===== src/verilog/nims_params.svh =====
// Register offsets, field positions and timing counts of the interrupt block
`ifndef NIMS_PARAMS_SVH
`define NIMS_PARAMS_SVH

`define NIMS_FLAG_OFFSET 8'h14
`define NIMS_ENABLE_OFFSET 8'h18
`define NIMS_CONFIG_OFFSET 8'h1C
`define NIMS_STATE_OFFSET 8'h20
`define NIMS_FLAG_MASK 16'h7fff
`define NIMS_FLAG_RESET 16'h0000
`define NIMS_ENABLE_RESET 16'h0000
`define NIMS_CONFIG_RESET 2'b00
`define NIMS_BIT_BUS_RETRY 14
`define NIMS_BIT_HEARTBEAT 13
`define NIMS_BIT_FILTER_LOAD 12
`define NIMS_BIT_DESC_REQUEST 11
`define NIMS_BIT_RX_PACKET 10
`define NIMS_BIT_TX_DONE 9
`define NIMS_BIT_TX_FAULT 8
`define NIMS_BIT_TIMER_WRAP 7
`define NIMS_BIT_RX_DESC_EMPTY 6
`define NIMS_BIT_RX_RESOURCE_EMPTY 5
`define NIMS_BIT_RX_AREA_END 4
`define NIMS_BIT_CHECKSUM_TALLY 3
`define NIMS_BIT_ALIGN_TALLY 2
`define NIMS_BIT_MISSED_TALLY 1
`define NIMS_BIT_RX_OVERFLOW 0
`define NIMS_CFG_LATCHED_RETRY 0
`define NIMS_CFG_SOFT_RESET 1
`define NIMS_CLK_PERIOD_PS 4000
`define NIMS_HEARTBEAT_WINDOW_PS 6400000
`define NIMS_HEARTBEAT_CYCLES ((`NIMS_HEARTBEAT_WINDOW_PS) / (`NIMS_CLK_PERIOD_PS))

`endif


===== src/verilog/nims_pkg.sv =====
// Types shared by the interrupt block
`default_nettype none
package nims_pkg;
  typedef enum logic [1:0] {
    NIMS_HB_IDLE = 2'b00,
    NIMS_HB_WATCH = 2'b01,
    NIMS_HB_SEEN = 2'b10
  } nims_hb_state_t;

  typedef enum logic [1:0] {
    NIMS_WR_IDLE = 2'b00,
    NIMS_WR_RESP = 2'b01
  } nims_wr_state_t;
endpackage
`default_nettype wire


===== src/verilog/nims_heartbeat_watch.sv =====
// Heartbeat watch window after each transmission
`timescale 1ns/1ps
`include "nims_params.svh"
`default_nettype none
module nims_heartbeat_watch
  import nims_pkg::*;
(
  input wire logic mclk,
  input wire logic reset_n,
  input wire logic tx_end,
  input wire logic collision_pulse,
  output logic heartbeat_missing
);
  localparam logic [10:0] WINDOW = 11'(`NIMS_HEARTBEAT_CYCLES);

  typedef struct packed {
    nims_hb_state_t st;
    logic [10:0] cnt;
    logic miss;
  } nims_hb_t;

  nims_hb_t s_q;
  nims_hb_t s_d;

  always_comb begin
    s_d = s_q;
    s_d.miss = 1'b0;
    unique case (s_q.st)
      NIMS_HB_IDLE: begin
        if (tx_end) begin
          s_d.st = NIMS_HB_WATCH;
          s_d.cnt = WINDOW;
        end
      end
      NIMS_HB_WATCH: begin
        if (collision_pulse) begin
          s_d.st = NIMS_HB_SEEN;
        end else if (s_q.cnt == 11'h001) begin
          s_d.miss = 1'b1;
          s_d.st = NIMS_HB_IDLE;
        end else begin
          s_d.cnt = s_q.cnt - 11'h001;
        end
      end
      NIMS_HB_SEEN: begin
        s_d.st = NIMS_HB_IDLE;
      end
      default: begin
        s_d.st = NIMS_HB_IDLE;
      end
    endcase
  end

  always_ff @(posedge mclk or negedge reset_n) begin
    if (!reset_n) begin
      s_q <= '0;
    end else begin
      s_q <= s_d;
    end
  end

  assign heartbeat_missing = s_q.miss;
endmodule
`default_nettype wire


===== src/verilog/nims_axil_slave.sv =====
// AXI4-Lite slave front end for the interrupt registers
`timescale 1ns/1ps
`include "nims_params.svh"
`default_nettype none
module nims_axil_slave
  import nims_pkg::*;
(
  input wire logic mclk,
  input wire logic reset_n,
  input wire logic [7:0] s_axi_awaddr,
  input wire logic s_axi_awvalid,
  output logic s_axi_awready,
  input wire logic [31:0] s_axi_wdata,
  input wire logic [3:0] s_axi_wstrb,
  input wire logic s_axi_wvalid,
  output logic s_axi_wready,
  output logic [1:0] s_axi_bresp,
  output logic s_axi_bvalid,
  input wire logic s_axi_bready,
  input wire logic [7:0] s_axi_araddr,
  input wire logic s_axi_arvalid,
  output logic s_axi_arready,
  output logic [31:0] s_axi_rdata,
  output logic [1:0] s_axi_rresp,
  output logic s_axi_rvalid,
  input wire logic s_axi_rready,
  output logic wr_stb,
  output logic [7:0] wr_addr,
  output logic [31:0] wr_data,
  output logic [3:0] wr_strb,
  input wire logic wr_ok,
  output logic [7:0] rd_addr,
  input wire logic [31:0] rd_data,
  input wire logic rd_ok
);
  typedef struct packed {
    logic aw_have;
    logic [7:0] aw;
    logic w_have;
    logic [31:0] w;
    logic [3:0] ws;
    nims_wr_state_t wst;
    logic bvalid;
    logic [1:0] bresp;
    logic rvalid;
    logic [31:0] rdata;
    logic [1:0] rresp;
    logic awrdy;
    logic wrdy;
    logic arrdy;
  } nims_bus_t;

  nims_bus_t s_q;
  nims_bus_t s_d;
  logic aw_take;
  logic w_take;
  logic ar_take;
  logic fire;

  always_comb begin
    aw_take = s_axi_awvalid && s_q.awrdy;
    w_take = s_axi_wvalid && s_q.wrdy;
    ar_take = s_axi_arvalid && s_q.arrdy;
    s_d = s_q;
    if (aw_take) begin
      s_d.aw_have = 1'b1;
      s_d.aw = s_axi_awaddr;
    end
    if (w_take) begin
      s_d.w_have = 1'b1;
      s_d.w = s_axi_wdata;
      s_d.ws = s_axi_wstrb;
    end
    fire = s_q.aw_have && s_q.w_have && s_q.wst == NIMS_WR_IDLE;
    if (fire) begin
      s_d.wst = NIMS_WR_RESP;
      s_d.bvalid = 1'b1;
      s_d.bresp = wr_ok ? 2'b00 : 2'b10;
      s_d.aw_have = 1'b0;
      s_d.w_have = 1'b0;
    end
    if (s_q.bvalid && s_axi_bready) begin
      s_d.bvalid = 1'b0;
      s_d.wst = NIMS_WR_IDLE;
    end
    if (ar_take) begin
      s_d.rvalid = 1'b1;
      s_d.rdata = rd_ok ? rd_data : 32'h0000_0000;
      s_d.rresp = rd_ok ? 2'b00 : 2'b10;
    end else if (s_q.rvalid && s_axi_rready) begin
      s_d.rvalid = 1'b0;
    end
    // Readies from flops; low for one edge after reset
    s_d.awrdy = !s_d.aw_have && s_d.wst == NIMS_WR_IDLE;
    s_d.wrdy = !s_d.w_have && s_d.wst == NIMS_WR_IDLE;
    s_d.arrdy = !s_d.rvalid;
  end

  always_ff @(posedge mclk or negedge reset_n) begin
    if (!reset_n) begin
      s_q <= '0;
    end else begin
      s_q <= s_d;
    end
  end

  assign s_axi_awready = s_q.awrdy;
  assign s_axi_wready = s_q.wrdy;
  assign s_axi_bvalid = s_q.bvalid;
  assign s_axi_bresp = s_q.bresp;
  assign s_axi_arready = s_q.arrdy;
  assign s_axi_rvalid = s_q.rvalid;
  assign s_axi_rdata = s_q.rdata;
  assign s_axi_rresp = s_q.rresp;
  assign wr_stb = fire;
  assign wr_addr = s_q.aw;
  assign wr_data = s_q.w;
  assign wr_strb = s_q.ws;
  assign rd_addr = s_axi_araddr;
endmodule
`default_nettype wire


===== src/verilog/nims_irq_ctrl.sv =====
// Interrupt flag and enable registers with the interrupt pin
`timescale 1ns/1ps
`include "nims_params.svh"
`default_nettype none
module nims_irq_ctrl
  import nims_pkg::*;
(
  input wire logic mclk,
  input wire logic reset_n,
  input wire logic [7:0] s_axi_awaddr,
  input wire logic s_axi_awvalid,
  output logic s_axi_awready,
  input wire logic [31:0] s_axi_wdata,
  input wire logic [3:0] s_axi_wstrb,
  input wire logic s_axi_wvalid,
  output logic s_axi_wready,
  output logic [1:0] s_axi_bresp,
  output logic s_axi_bvalid,
  input wire logic s_axi_bready,
  input wire logic [7:0] s_axi_araddr,
  input wire logic s_axi_arvalid,
  output logic s_axi_arready,
  output logic [31:0] s_axi_rdata,
  output logic [1:0] s_axi_rresp,
  output logic s_axi_rvalid,
  input wire logic s_axi_rready,
  input wire logic bus_retry_input,
  input wire logic bus_master,
  input wire logic tx_end,
  input wire logic collision_pulse,
  input wire logic filter_load_done,
  input wire logic tx_desc_request,
  input wire logic rx_seq_written,
  input wire logic tx_status_written,
  input wire logic tx_list_end,
  input wire logic tx_halted,
  input wire logic byte_total_mismatch,
  input wire logic too_many_collisions,
  input wire logic tx_fifo_underrun,
  input wire logic deferral_overlimit,
  input wire logic timer_wrap,
  input wire logic rx_desc_empty,
  input wire logic rx_resource_empty,
  input wire logic rx_area_end,
  input wire logic checksum_tally_wrap,
  input wire logic align_tally_wrap,
  input wire logic missed_tally_wrap,
  input wire logic rx_overflow,
  output logic irq,
  output logic dma_hold,
  output logic soft_reset
);
  typedef struct packed {
    logic [15:0] flags;
    logic [15:0] enables;
    logic [1:0] cfg;
    logic irq;
    logic hold;
    logic [7:0] tx_cause;
  } nims_core_t;

  nims_core_t s_q;
  nims_core_t s_d;
  logic wr_stb;
  logic [7:0] wr_addr;
  logic [31:0] wr_data;
  logic [3:0] wr_strb;
  logic wr_ok;
  logic [7:0] rd_addr;
  logic [31:0] rd_data;
  logic rd_ok;
  logic heartbeat_missing;
  logic [15:0] events;
  logic [15:0] clear;
  logic tx_abort;

  nims_axil_slave u_bus (
    .mclk(mclk),
    .reset_n(reset_n),
    .s_axi_awaddr(s_axi_awaddr),
    .s_axi_awvalid(s_axi_awvalid),
    .s_axi_awready(s_axi_awready),
    .s_axi_wdata(s_axi_wdata),
    .s_axi_wstrb(s_axi_wstrb),
    .s_axi_wvalid(s_axi_wvalid),
    .s_axi_wready(s_axi_wready),
    .s_axi_bresp(s_axi_bresp),
    .s_axi_bvalid(s_axi_bvalid),
    .s_axi_bready(s_axi_bready),
    .s_axi_araddr(s_axi_araddr),
    .s_axi_arvalid(s_axi_arvalid),
    .s_axi_arready(s_axi_arready),
    .s_axi_rdata(s_axi_rdata),
    .s_axi_rresp(s_axi_rresp),
    .s_axi_rvalid(s_axi_rvalid),
    .s_axi_rready(s_axi_rready),
    .wr_stb(wr_stb),
    .wr_addr(wr_addr),
    .wr_data(wr_data),
    .wr_strb(wr_strb),
    .wr_ok(wr_ok),
    .rd_addr(rd_addr),
    .rd_data(rd_data),
    .rd_ok(rd_ok)
  );

  nims_heartbeat_watch u_hb (
    .mclk(mclk),
    .reset_n(reset_n),
    .tx_end(tx_end),
    .collision_pulse(collision_pulse),
    .heartbeat_missing(heartbeat_missing)
  );

  // Address decode; unmapped answers SLVERR
  always_comb begin
    wr_ok = (wr_addr == `NIMS_FLAG_OFFSET) || (wr_addr == `NIMS_ENABLE_OFFSET)
      || (wr_addr == `NIMS_CONFIG_OFFSET);
    rd_ok = 1'b1;
    rd_data = 32'h0000_0000;
    unique case (rd_addr)
      `NIMS_FLAG_OFFSET: rd_data = {16'h0000, s_q.flags};
      `NIMS_ENABLE_OFFSET: rd_data = {16'h0000, s_q.enables};
      `NIMS_CONFIG_OFFSET: rd_data = {30'h0000_0000, s_q.cfg};
      `NIMS_STATE_OFFSET: rd_data = {23'h00_0000, s_q.hold, s_q.tx_cause};
      default: rd_ok = 1'b0;
    endcase
  end

  always_comb begin
    tx_abort = byte_total_mismatch | too_many_collisions | tx_fifo_underrun
      | deferral_overlimit;
    events = 16'h0000;
    events[`NIMS_BIT_BUS_RETRY] = bus_retry_input
      & (bus_master | ~s_q.cfg[`NIMS_CFG_LATCHED_RETRY]);
    events[`NIMS_BIT_HEARTBEAT] = heartbeat_missing;
    events[`NIMS_BIT_FILTER_LOAD] = filter_load_done;
    events[`NIMS_BIT_DESC_REQUEST] = tx_desc_request;
    events[`NIMS_BIT_RX_PACKET] = rx_seq_written;
    events[`NIMS_BIT_TX_DONE] = tx_status_written
      & (tx_list_end | tx_halted | tx_abort);
    events[`NIMS_BIT_TX_FAULT] = tx_status_written & tx_abort;
    events[`NIMS_BIT_TIMER_WRAP] = timer_wrap;
    events[`NIMS_BIT_RX_DESC_EMPTY] = rx_desc_empty;
    events[`NIMS_BIT_RX_RESOURCE_EMPTY] = rx_resource_empty;
    events[`NIMS_BIT_RX_AREA_END] = rx_area_end;
    events[`NIMS_BIT_CHECKSUM_TALLY] = checksum_tally_wrap;
    events[`NIMS_BIT_ALIGN_TALLY] = align_tally_wrap;
    events[`NIMS_BIT_MISSED_TALLY] = missed_tally_wrap;
    events[`NIMS_BIT_RX_OVERFLOW] = rx_overflow;

    s_d = s_q;
    clear = 16'h0000;
    if (wr_stb && wr_addr == `NIMS_FLAG_OFFSET) begin
      clear = wr_data[15:0] & {{8{wr_strb[1]}}, {8{wr_strb[0]}}};
    end
    if (wr_stb && wr_addr == `NIMS_ENABLE_OFFSET) begin
      if (wr_strb[0]) begin
        s_d.enables[7:0] = wr_data[7:0];
      end
      if (wr_strb[1]) begin
        s_d.enables[15:8] = wr_data[15:8] & 8'h7f;
      end
    end
    if (wr_stb && wr_addr == `NIMS_CONFIG_OFFSET && wr_strb[0]) begin
      s_d.cfg = wr_data[1:0];
    end
    s_d.flags = ((s_q.flags & ~clear) | events) & `NIMS_FLAG_MASK;
    if (tx_status_written) begin
      s_d.tx_cause = {4'h0, deferral_overlimit, tx_fifo_underrun, too_many_collisions,
        byte_total_mismatch};
    end
    // latched retry suspends DMA
    // New mode applies with the write, no lag
    if (s_d.cfg[`NIMS_CFG_LATCHED_RETRY]) begin
      s_d.hold = s_d.flags[`NIMS_BIT_BUS_RETRY];
    end else begin
      s_d.hold = 1'b0;
    end
    s_d.irq = |(s_d.flags & s_d.enables);
  end

  always_ff @(posedge mclk or negedge reset_n) begin
    if (!reset_n) begin
      s_q <= '0;
    end else begin
      s_q <= s_d;
    end
  end

  assign irq = s_q.irq;
  assign dma_hold = s_q.hold;
  assign soft_reset = s_q.cfg[`NIMS_CFG_SOFT_RESET];
endmodule
`default_nettype wire


===== config.mk =====
export PLATFORM = sky130hd
export DESIGN_NAME = nims_irq_ctrl
export DESIGN_NICKNAME = d
export VERILOG_FILES = /design/src/verilog/nims_pkg.sv /design/src/verilog/nims_heartbeat_watch.sv /design/src/verilog/nims_axil_slave.sv /design/src/verilog/nims_irq_ctrl.sv
export VERILOG_INCLUDE_DIRS = /design/src /design/src/verilog
export SDC_FILE = /design/constraint.sdc
export NUM_CORES = 1
export LEC_CHECK = 0
export ABC_AREA = 1
export BUFFER_PORTS_ARGS = -buffer_cell sky130_fd_sc_hd__buf_2
export CAP_MARGIN = 20
export CORE_MARGIN = 3
export CORE_UTILIZATION = 50
export DETAILED_ROUTE_END_ITERATION = 8
export PLACE_DENSITY = 0.81
export SYNTH_ARGS = -nofsm -noshare
export SYNTH_HDL_FRONTEND = slang
export SYNTH_SLANG_ARGS = --single-unit

===== constraint.sdc =====
create_clock -name mclk -period 4.05 [get_ports mclk]
set_input_delay 0.81 -clock mclk [delete_from_list [all_inputs] [get_ports mclk]]
set_output_delay 0.81 -clock mclk [all_outputs]
set_load 0.05 [all_outputs]

# Word level (Yosys, flattened, before mapping)
# Index checks and enable logic that the tools add are counted.
totals:
  elab_cells: 108
  out_inout_bits: 44
  reg_bits: 142
op_classes:
  eq_ne: 13
  addsub: 1
  bitwise: 15
  muxes: 28
  n_reduce_logical: 27
ops:
  columns: ["op", "count"]
  rows:
  - ["$pmux 16 s4", 1]
  - ["$eq 8x5->1 const B", 6]
  - ["$mux 37", 1]
  - ["$mux 16", 2]
  - ["$and 15x15->15", 2]
  - ["$pmux 11 s2", 1]
  - ["$and 15x16->16", 1]
  - ["$mux 8", 2]
  - ["$reduce_or 16->1", 1]
  - ["$mux 15", 1]
  - ["$not 15->15", 1]
  - ["$or 15x15->15", 1]
  - ["$logic_and 1x1->1", 13]
  - ["$mux 13", 1]
  - ["$mux 12", 1]
  - ["$eq 11x1->1 const B", 1]
  - ["$mux 11", 1]
  - ["$sub 11x1->11 const B", 1]
  - ["$mux 1", 9]
  - ["$mux 9", 1]
  - ["$eq 8x6->1 const B", 1]
  - ["$mux 2", 4]
  - ["$logic_not 2->1", 3]
  - ["$ne 2x2->1 const B", 3]
  - ["other kinds (14)", 25]

# Logic depth before layout (Yosys ltp)
depth:
  word_depth: 9
  ltp_mapped: 14

# Modules after synthesis
# A second synthesis with hierarchy kept.
hier_totals:
  hier_cells: 885
  area_unflattened_um2: 7180.6
modules_own_cells:
  columns: ["module", "seq_area_each_um2", "cells_each", "instances", "area_per_inst_um2"]
  rows:
  - ["nims_axil_slave", 2177.1, 456, 1, 4081.4]
  - ["nims_irq_ctrl", 950.9, 311, 1, 2250.9]
  - ["nims_heartbeat_watch", 350.3, 118, 1, 848.3]

# Worst setup path after synthesis
# OpenSTA, ideal clock, no wires.
synth_timing:
  kind: "input to register"
  from: "input port s_axi_araddr[6]"
  to: "register u_bus.s_q, in the netlist u_bus.s_axi_rdata[11]"
  n_path_buf: 1
  path_slack_ns: 2.217
  cell_stages: 9
  t_arrival_ns: 1.768
  path_cell_list: "inv_1 > nand2_1 > nor2_1 > nand3_1 > nor2_2 > buf_2 > a22o_1 > nand2_1 > nand2_1"
synth_between:
  elab_chain_len: 4
  elab_cells_between_ends: 8
synth_rtl:
  columns: ["item", "line_no", "text"]
  rows:
  - ["from (decl)", "nims_irq_ctrl.sv:20", "input wire logic [7:0] s_axi_araddr,"]
  - ["$eq 8x6->1 or $eq 8x5->1 (tied branches)", "nims_irq_ctrl.sv:121", "unique case (rd_addr)"]
  - ["$reduce_or 4->1 (no line)", null, null]
  - ["$mux 1", "nims_irq_ctrl.sv:121", null]
  - ["$mux 16 *", "nims_axil_slave.sv:88", "s_d.rdata = rd_ok ? rd_data : 32'h0000_0000;"]
  - ["to (signal assigned)", "nims_axil_slave.sv:101", "s_q <= '0;"]
  - ["to (signal assigned)", "nims_axil_slave.sv:103", "s_q <= s_d;"]
  - ["to (decl)", "nims_axil_slave.sv:53", "nims_bus_t s_q;"]
# Mark *: on every way between the ends. The rest lies on a longest branch, timed or not.
# A chain may end at the register's enable or synchronous reset.

# Worst setup path in the final report
layout_timing:
  from: "input port s_axi_araddr[7]"
  to: "register u_bus.s_q, in the netlist u_bus.s_axi_rdata[1]"
# Same word-level chain as after synthesis.

==> impl_metrics.prom <==
# TYPE chip_impl_metric gauge
chip_impl_metric{name="static-leakage-power",unit="µW"} 0.00299
chip_impl_metric{name="max_clock_freq",unit="GHz"} 0.484
chip_impl_info{name="worst_r2r_endpoint",value="irq"} 1
chip_impl_info{name="clk_root_buffer_cell",value="clkbuf_8"} 1
chip_impl_metric{name="floorplan.die.width",unit="µm"} 107
chip_impl_metric{name="die-height",unit="µm"} 107
chip_impl_metric{name="viasPerCell",unit=""} 5.02
chip_impl_metric{name="first_global_vias",unit=""} 3925
chip_impl_metric{name="post-dp-hpwl",unit="µm"} 8120
chip_impl_metric{name="synth-xor-area-share",unit="%"} 0.866
chip_impl_metric{name="core",unit="µm²"} 9820
chip_impl_metric{name="fin_crit",unit="ps"} 2070
chip_impl_metric{name="fp.dieArea",unit="µm²"} 11400
chip_impl_metric{name="floorplan.rows",unit=""} 36
chip_impl_metric{name="postCtsHoldBufs",unit=""} 0
chip_impl_info{name="worst_path_most_repeated_cell",value="nand2_1"} 1
chip_impl_metric{name="drive_gt1_share",unit="%"} 23.1
chip_impl_metric{name="actual_transition_at_the_worst_max_transition_pin",unit="ps"} 799
chip_impl_metric{name="worst-r2r-setup-slack",unit="ps"} 2100
chip_impl_info{name="worstSetupStartpointType",value="input pin"} 1
chip_impl_metric{name="via_count",unit=""} 3965
chip_impl_metric{name="worst-endpoint-required",unit="ps"} 4370
chip_impl_info{name="status",value="finished clean"} 1
chip_impl_metric{name="final_net_count",unit=""} 735
chip_impl_metric{name="finalSetupViolCount",unit=""} 0
chip_impl_metric{name="drt-pass1-iter-count",unit=""} 5
chip_impl_metric{name="drc",unit=""} 0
chip_impl_metric{name="synthAdderAreaFrac",unit="%"} 0.495
chip_impl_metric{name="buffer_ports.inserted",unit=""} 86
chip_impl_metric{name="grt_use_total",unit="%"} 19.7
chip_impl_info{name="tritoncts",value="done"} 1
chip_impl_metric{name="effective_utilization_at_floorplan",unit="%"} 51.5
chip_impl_metric{name="worst_skew_pair_later_pin_latency",unit="ps"} 370
chip_impl_info{name="grt_setup_unrepaired",value="no"} 1
chip_impl_metric{name="routedWlPerCell",unit="µm"} 13.5
chip_impl_metric{name="overall_power",unit="µW"} 3250
chip_impl_metric{name="worst_clock_skew_on_the_final_layout",unit="ps"} 12.5
chip_impl_metric{name="timing_max_transition_violations_final",unit=""} 0
chip_impl_metric{name="cts.path.max_buffers",unit=""} 2
chip_impl_metric{name="wl",unit="µm"} 10700
chip_impl_metric{name="timing.critical_path.slowest_cell_delay",unit="ps"} 590
chip_impl_info{name="setup.worst_path.end_class",value="flip-flop"} 1
chip_impl_metric{name="placement.setup.worst_slack",unit="ps"} 1630
chip_impl_metric{name="netlist_area",unit="µm²"} 5060
chip_impl_metric{name="drt.antenna.violating_nets",unit=""} 0
chip_impl_metric{name="overflow",unit=""} 0
chip_impl_metric{name="biggest_fanout_along_the_worst_timing_path",unit=""} 15
chip_impl_metric{name="mapped_avg_cell_area",unit="µm²"} 8.63
chip_impl_metric{name="synth_sequential_area_ratio",unit="%"} 51.0
chip_impl_metric{name="cts_resized",unit=""} 0
chip_impl_metric{name="syn2layout_area_growth",unit="%"} 10.5
chip_impl_metric{name="fill_cells",unit=""} 914
chip_impl_metric{name="synth.area.mux_share",unit="%"} 3.79
chip_impl_metric{name="clkTransAtPathRegs",unit="ps"} 100
chip_impl_metric{name="synthDistinctLibCells",unit=""} 36
chip_impl_metric{name="postCtsSetupRepairBufs",unit=""} 0
chip_impl_info{name="hold_path_class",value="in -> async"} 1
chip_impl_info{name="launch_instance_of_the_worst_register_to_register_path",value="u_bus.wr_addr[7]"} 1
chip_impl_info{name="crit_path_cell_trace",value="buf_2 > inv_1 > nand2_1 > nor2_1 > nand3_1 > nor2_2 > a22o_1 > o21ai_0 > nand2_1"} 1
chip_impl_metric{name="crit_arrival",unit="ps"} 2390
chip_impl_metric{name="cts.htree.levels",unit=""} 3
chip_impl_metric{name="numClockSinks",unit=""} 103
chip_impl_metric{name="fin_setup_tns",unit="ps"} 0
chip_impl_metric{name="power_density",unit="nW/µm²"} 582
chip_impl_info{name="criticalPathCategory",value="in -> reg"} 1
chip_impl_metric{name="num_io_pins",unit=""} 125
chip_impl_metric{name="number_of_maximum_capacitance_constraint_violations",unit=""} 0
chip_impl_metric{name="flops_latches_synth",unit=""} 103
chip_impl_metric{name="gp_congestion",unit=""} 0.883
chip_impl_metric{name="antennaDiodeCount",unit=""} 0
chip_impl_metric{name="synth_cells",unit=""} 586
chip_impl_metric{name="max-vdd-ir-drop",unit="V"} 0.000437
chip_impl_metric{name="pin_count_of_the_biggest_net_entering_global_routing",unit=""} 46
chip_impl_metric{name="final-hold-violation-count",unit=""} 0
chip_impl_info{name="synth_top_family_by_area",value="simple AND/OR/NAND/NOR gates"} 1
chip_impl_metric{name="cts_inserted_buffers",unit=""} 9
chip_impl_metric{name="yosys_warnings",unit=""} 0
chip_impl_metric{name="synth-simple-area-share",unit="%"} 21.9
chip_impl_metric{name="drt-initial-drc-count",unit=""} 196
chip_impl_metric{name="antenna_found_initial",unit=""} 0
chip_impl_metric{name="r2r.worst_path.cells",unit=""} 10
chip_impl_metric{name="wire_length_of_the_first_global_routing_pass",unit="µm"} 17900
chip_impl_info{name="timing.critical_path.slowest_stage_cell",value="nor2_2"} 1
chip_impl_metric{name="layout_worst_path_cycle_share",unit="%"} 51.0
chip_impl_metric{name="headroom_to_the_max_slew_limit",unit="%"} 46.6
chip_impl_metric{name="synth-compound-area-share",unit="%"} 9.25
chip_impl_metric{name="fin_worst_setup_slack",unit="ps"} 1980
[worst max-delay path: cells and delay by family]
kind	cells	cell delay, ps
AO/OA/AOI/OAI	2	370
buffers and inverters	2	150
AND/OR/NAND/NOR	5	1040
[synth_stat cells, drive strengths merged]
cell type / number / area share [%]
or2: 1 / 0.12
a21boi: 1 / 0.15
ha: 2 / 0.49
nor3b: 1 / 0.15
nor4: 1 / 0.12
inv: 73 / 5.4
nand3: 27 / 2.8
nor3: 6 / 0.59
conb: 1 / 0.074
dfrtp: 103 / 51
clkinv: 1 / 0.074
a21oi: 22 / 2.2
a2111oi: 1 / 0.17
clkbuf: 3 / 0.22
o22ai: 3 / 0.37
o31ai: 1 / 0.15
mux2: 17 / 3.8
nor2: 48 / 4.6
nand2: 163 / 13
a22o: 10 / 1.7
buf: 48 / 6.9
o21ai: 41 / 4.5
xor2: 5 / 0.87
nand4: 7 / 0.87
[registers in the layout, summed over array words and instances, names as in the netlist, 2 cells and up]
signal,cells
u_bus.s_q,4
u_bus.wr_data,15
u_bus.wr_strb,2
u_bus.s_axi_rdata,15
s_q,35
u_bus.wr_addr,8
u_hb.s_q,13
[through the flow]
stage / utilization (%) / cell area, µm² / hold slack (ps) / instances
after floorplan: - / 5120 / 428 / 604
after global placement: 54.8 / 5380 / 441 / 774
after detailed placement: 54.8 / 5380 / 445 / 774
after CTS: 56.9 / 5590 / 437 / 790
after global routing: 56.9 / 5590 / 455 / 790
final: 56.9 / 5590 / 420 / 790
[kinds of logic after synthesis]
| logic type | Yosys count |
|---|---|
| other cells | 1 |
| simple gates | 254 |
| flops | 103 |
| mux | 17 |
| buf+inv | 125 |
| compound gates | 79 |
| xor+xnor | 5 |
| fa+ha+maj | 2 |
[where the power goes]
part | internal, µW | total, µW | switching (µW)
clock network | 318 | 660 | 342
registers | 1300 | 1490 | 195
logic | 364 | 1100 | 735
[worst max path at each step]
stage / start / endpoint / slack, ps / depth (start not counted)
3_5_place_dp: s_axi_araddr[7] / u_bus.s_axi_rdata[1] / 1630 / 9
2_1_floorplan: s_axi_araddr[6] / u_bus.s_axi_rdata[11] / 2220 / 9
5_1_grt: s_axi_araddr[7] / u_bus.s_axi_rdata[14] / 1850 / 10
6_report: s_axi_araddr[7] / u_bus.s_axi_rdata[1] / 1980 / 9
4_1_cts: s_axi_araddr[7] / u_bus.s_axi_rdata[1] / 2020 / 9
3_3_place_gp: s_axi_araddr[6] / u_bus.s_axi_rdata[1] / 1690 / 9
[layout by cell type, fill, tap and decap left out, types with 3 or more instances in the layout]
cell	instances
buf_2	85
o21ai_2	6
dfrtp_1	103
o21ai_0	26
clkbuf_8	11
conb_1	19
inv_1	67
o21ai_1	9
nand3_1	26
a21oi_1	22
nand4_1	7
nor3_1	6
a22o_1	10
inv_2	6
buf_4	3
o22ai_1	3
nor2_4	4
nor2_2	3
nand2_1	153
nand2_2	9
xor2_1	5
nor2_1	40
mux2_2	17
[routing by layer]
layer / vias to the layer above / GRT usage (%) / routed length [µm]
li1: 1932 / - / -
met2: 127 / 33.2 / 5160
met1: 1897 / 25.0 / 4610
met5: - / 0 / 0
met4: 0 / 4.20 / 86
met3: 9 / 6.08 / 853
[final cells by class]
class	instances	area, µm²	area share, %
Clock buffer	11	151	2.71
Clock inverter	5	56.3	1.01
Inverter	74	278	4.97
Multi-Input combinational cell	376	1910	34.2
Sequential cell	103	2580	46.1
Tap cell	133	166	2.98
Timing Repair Buffer	88	448	8.02
Power figures use the tool's default switching activity.
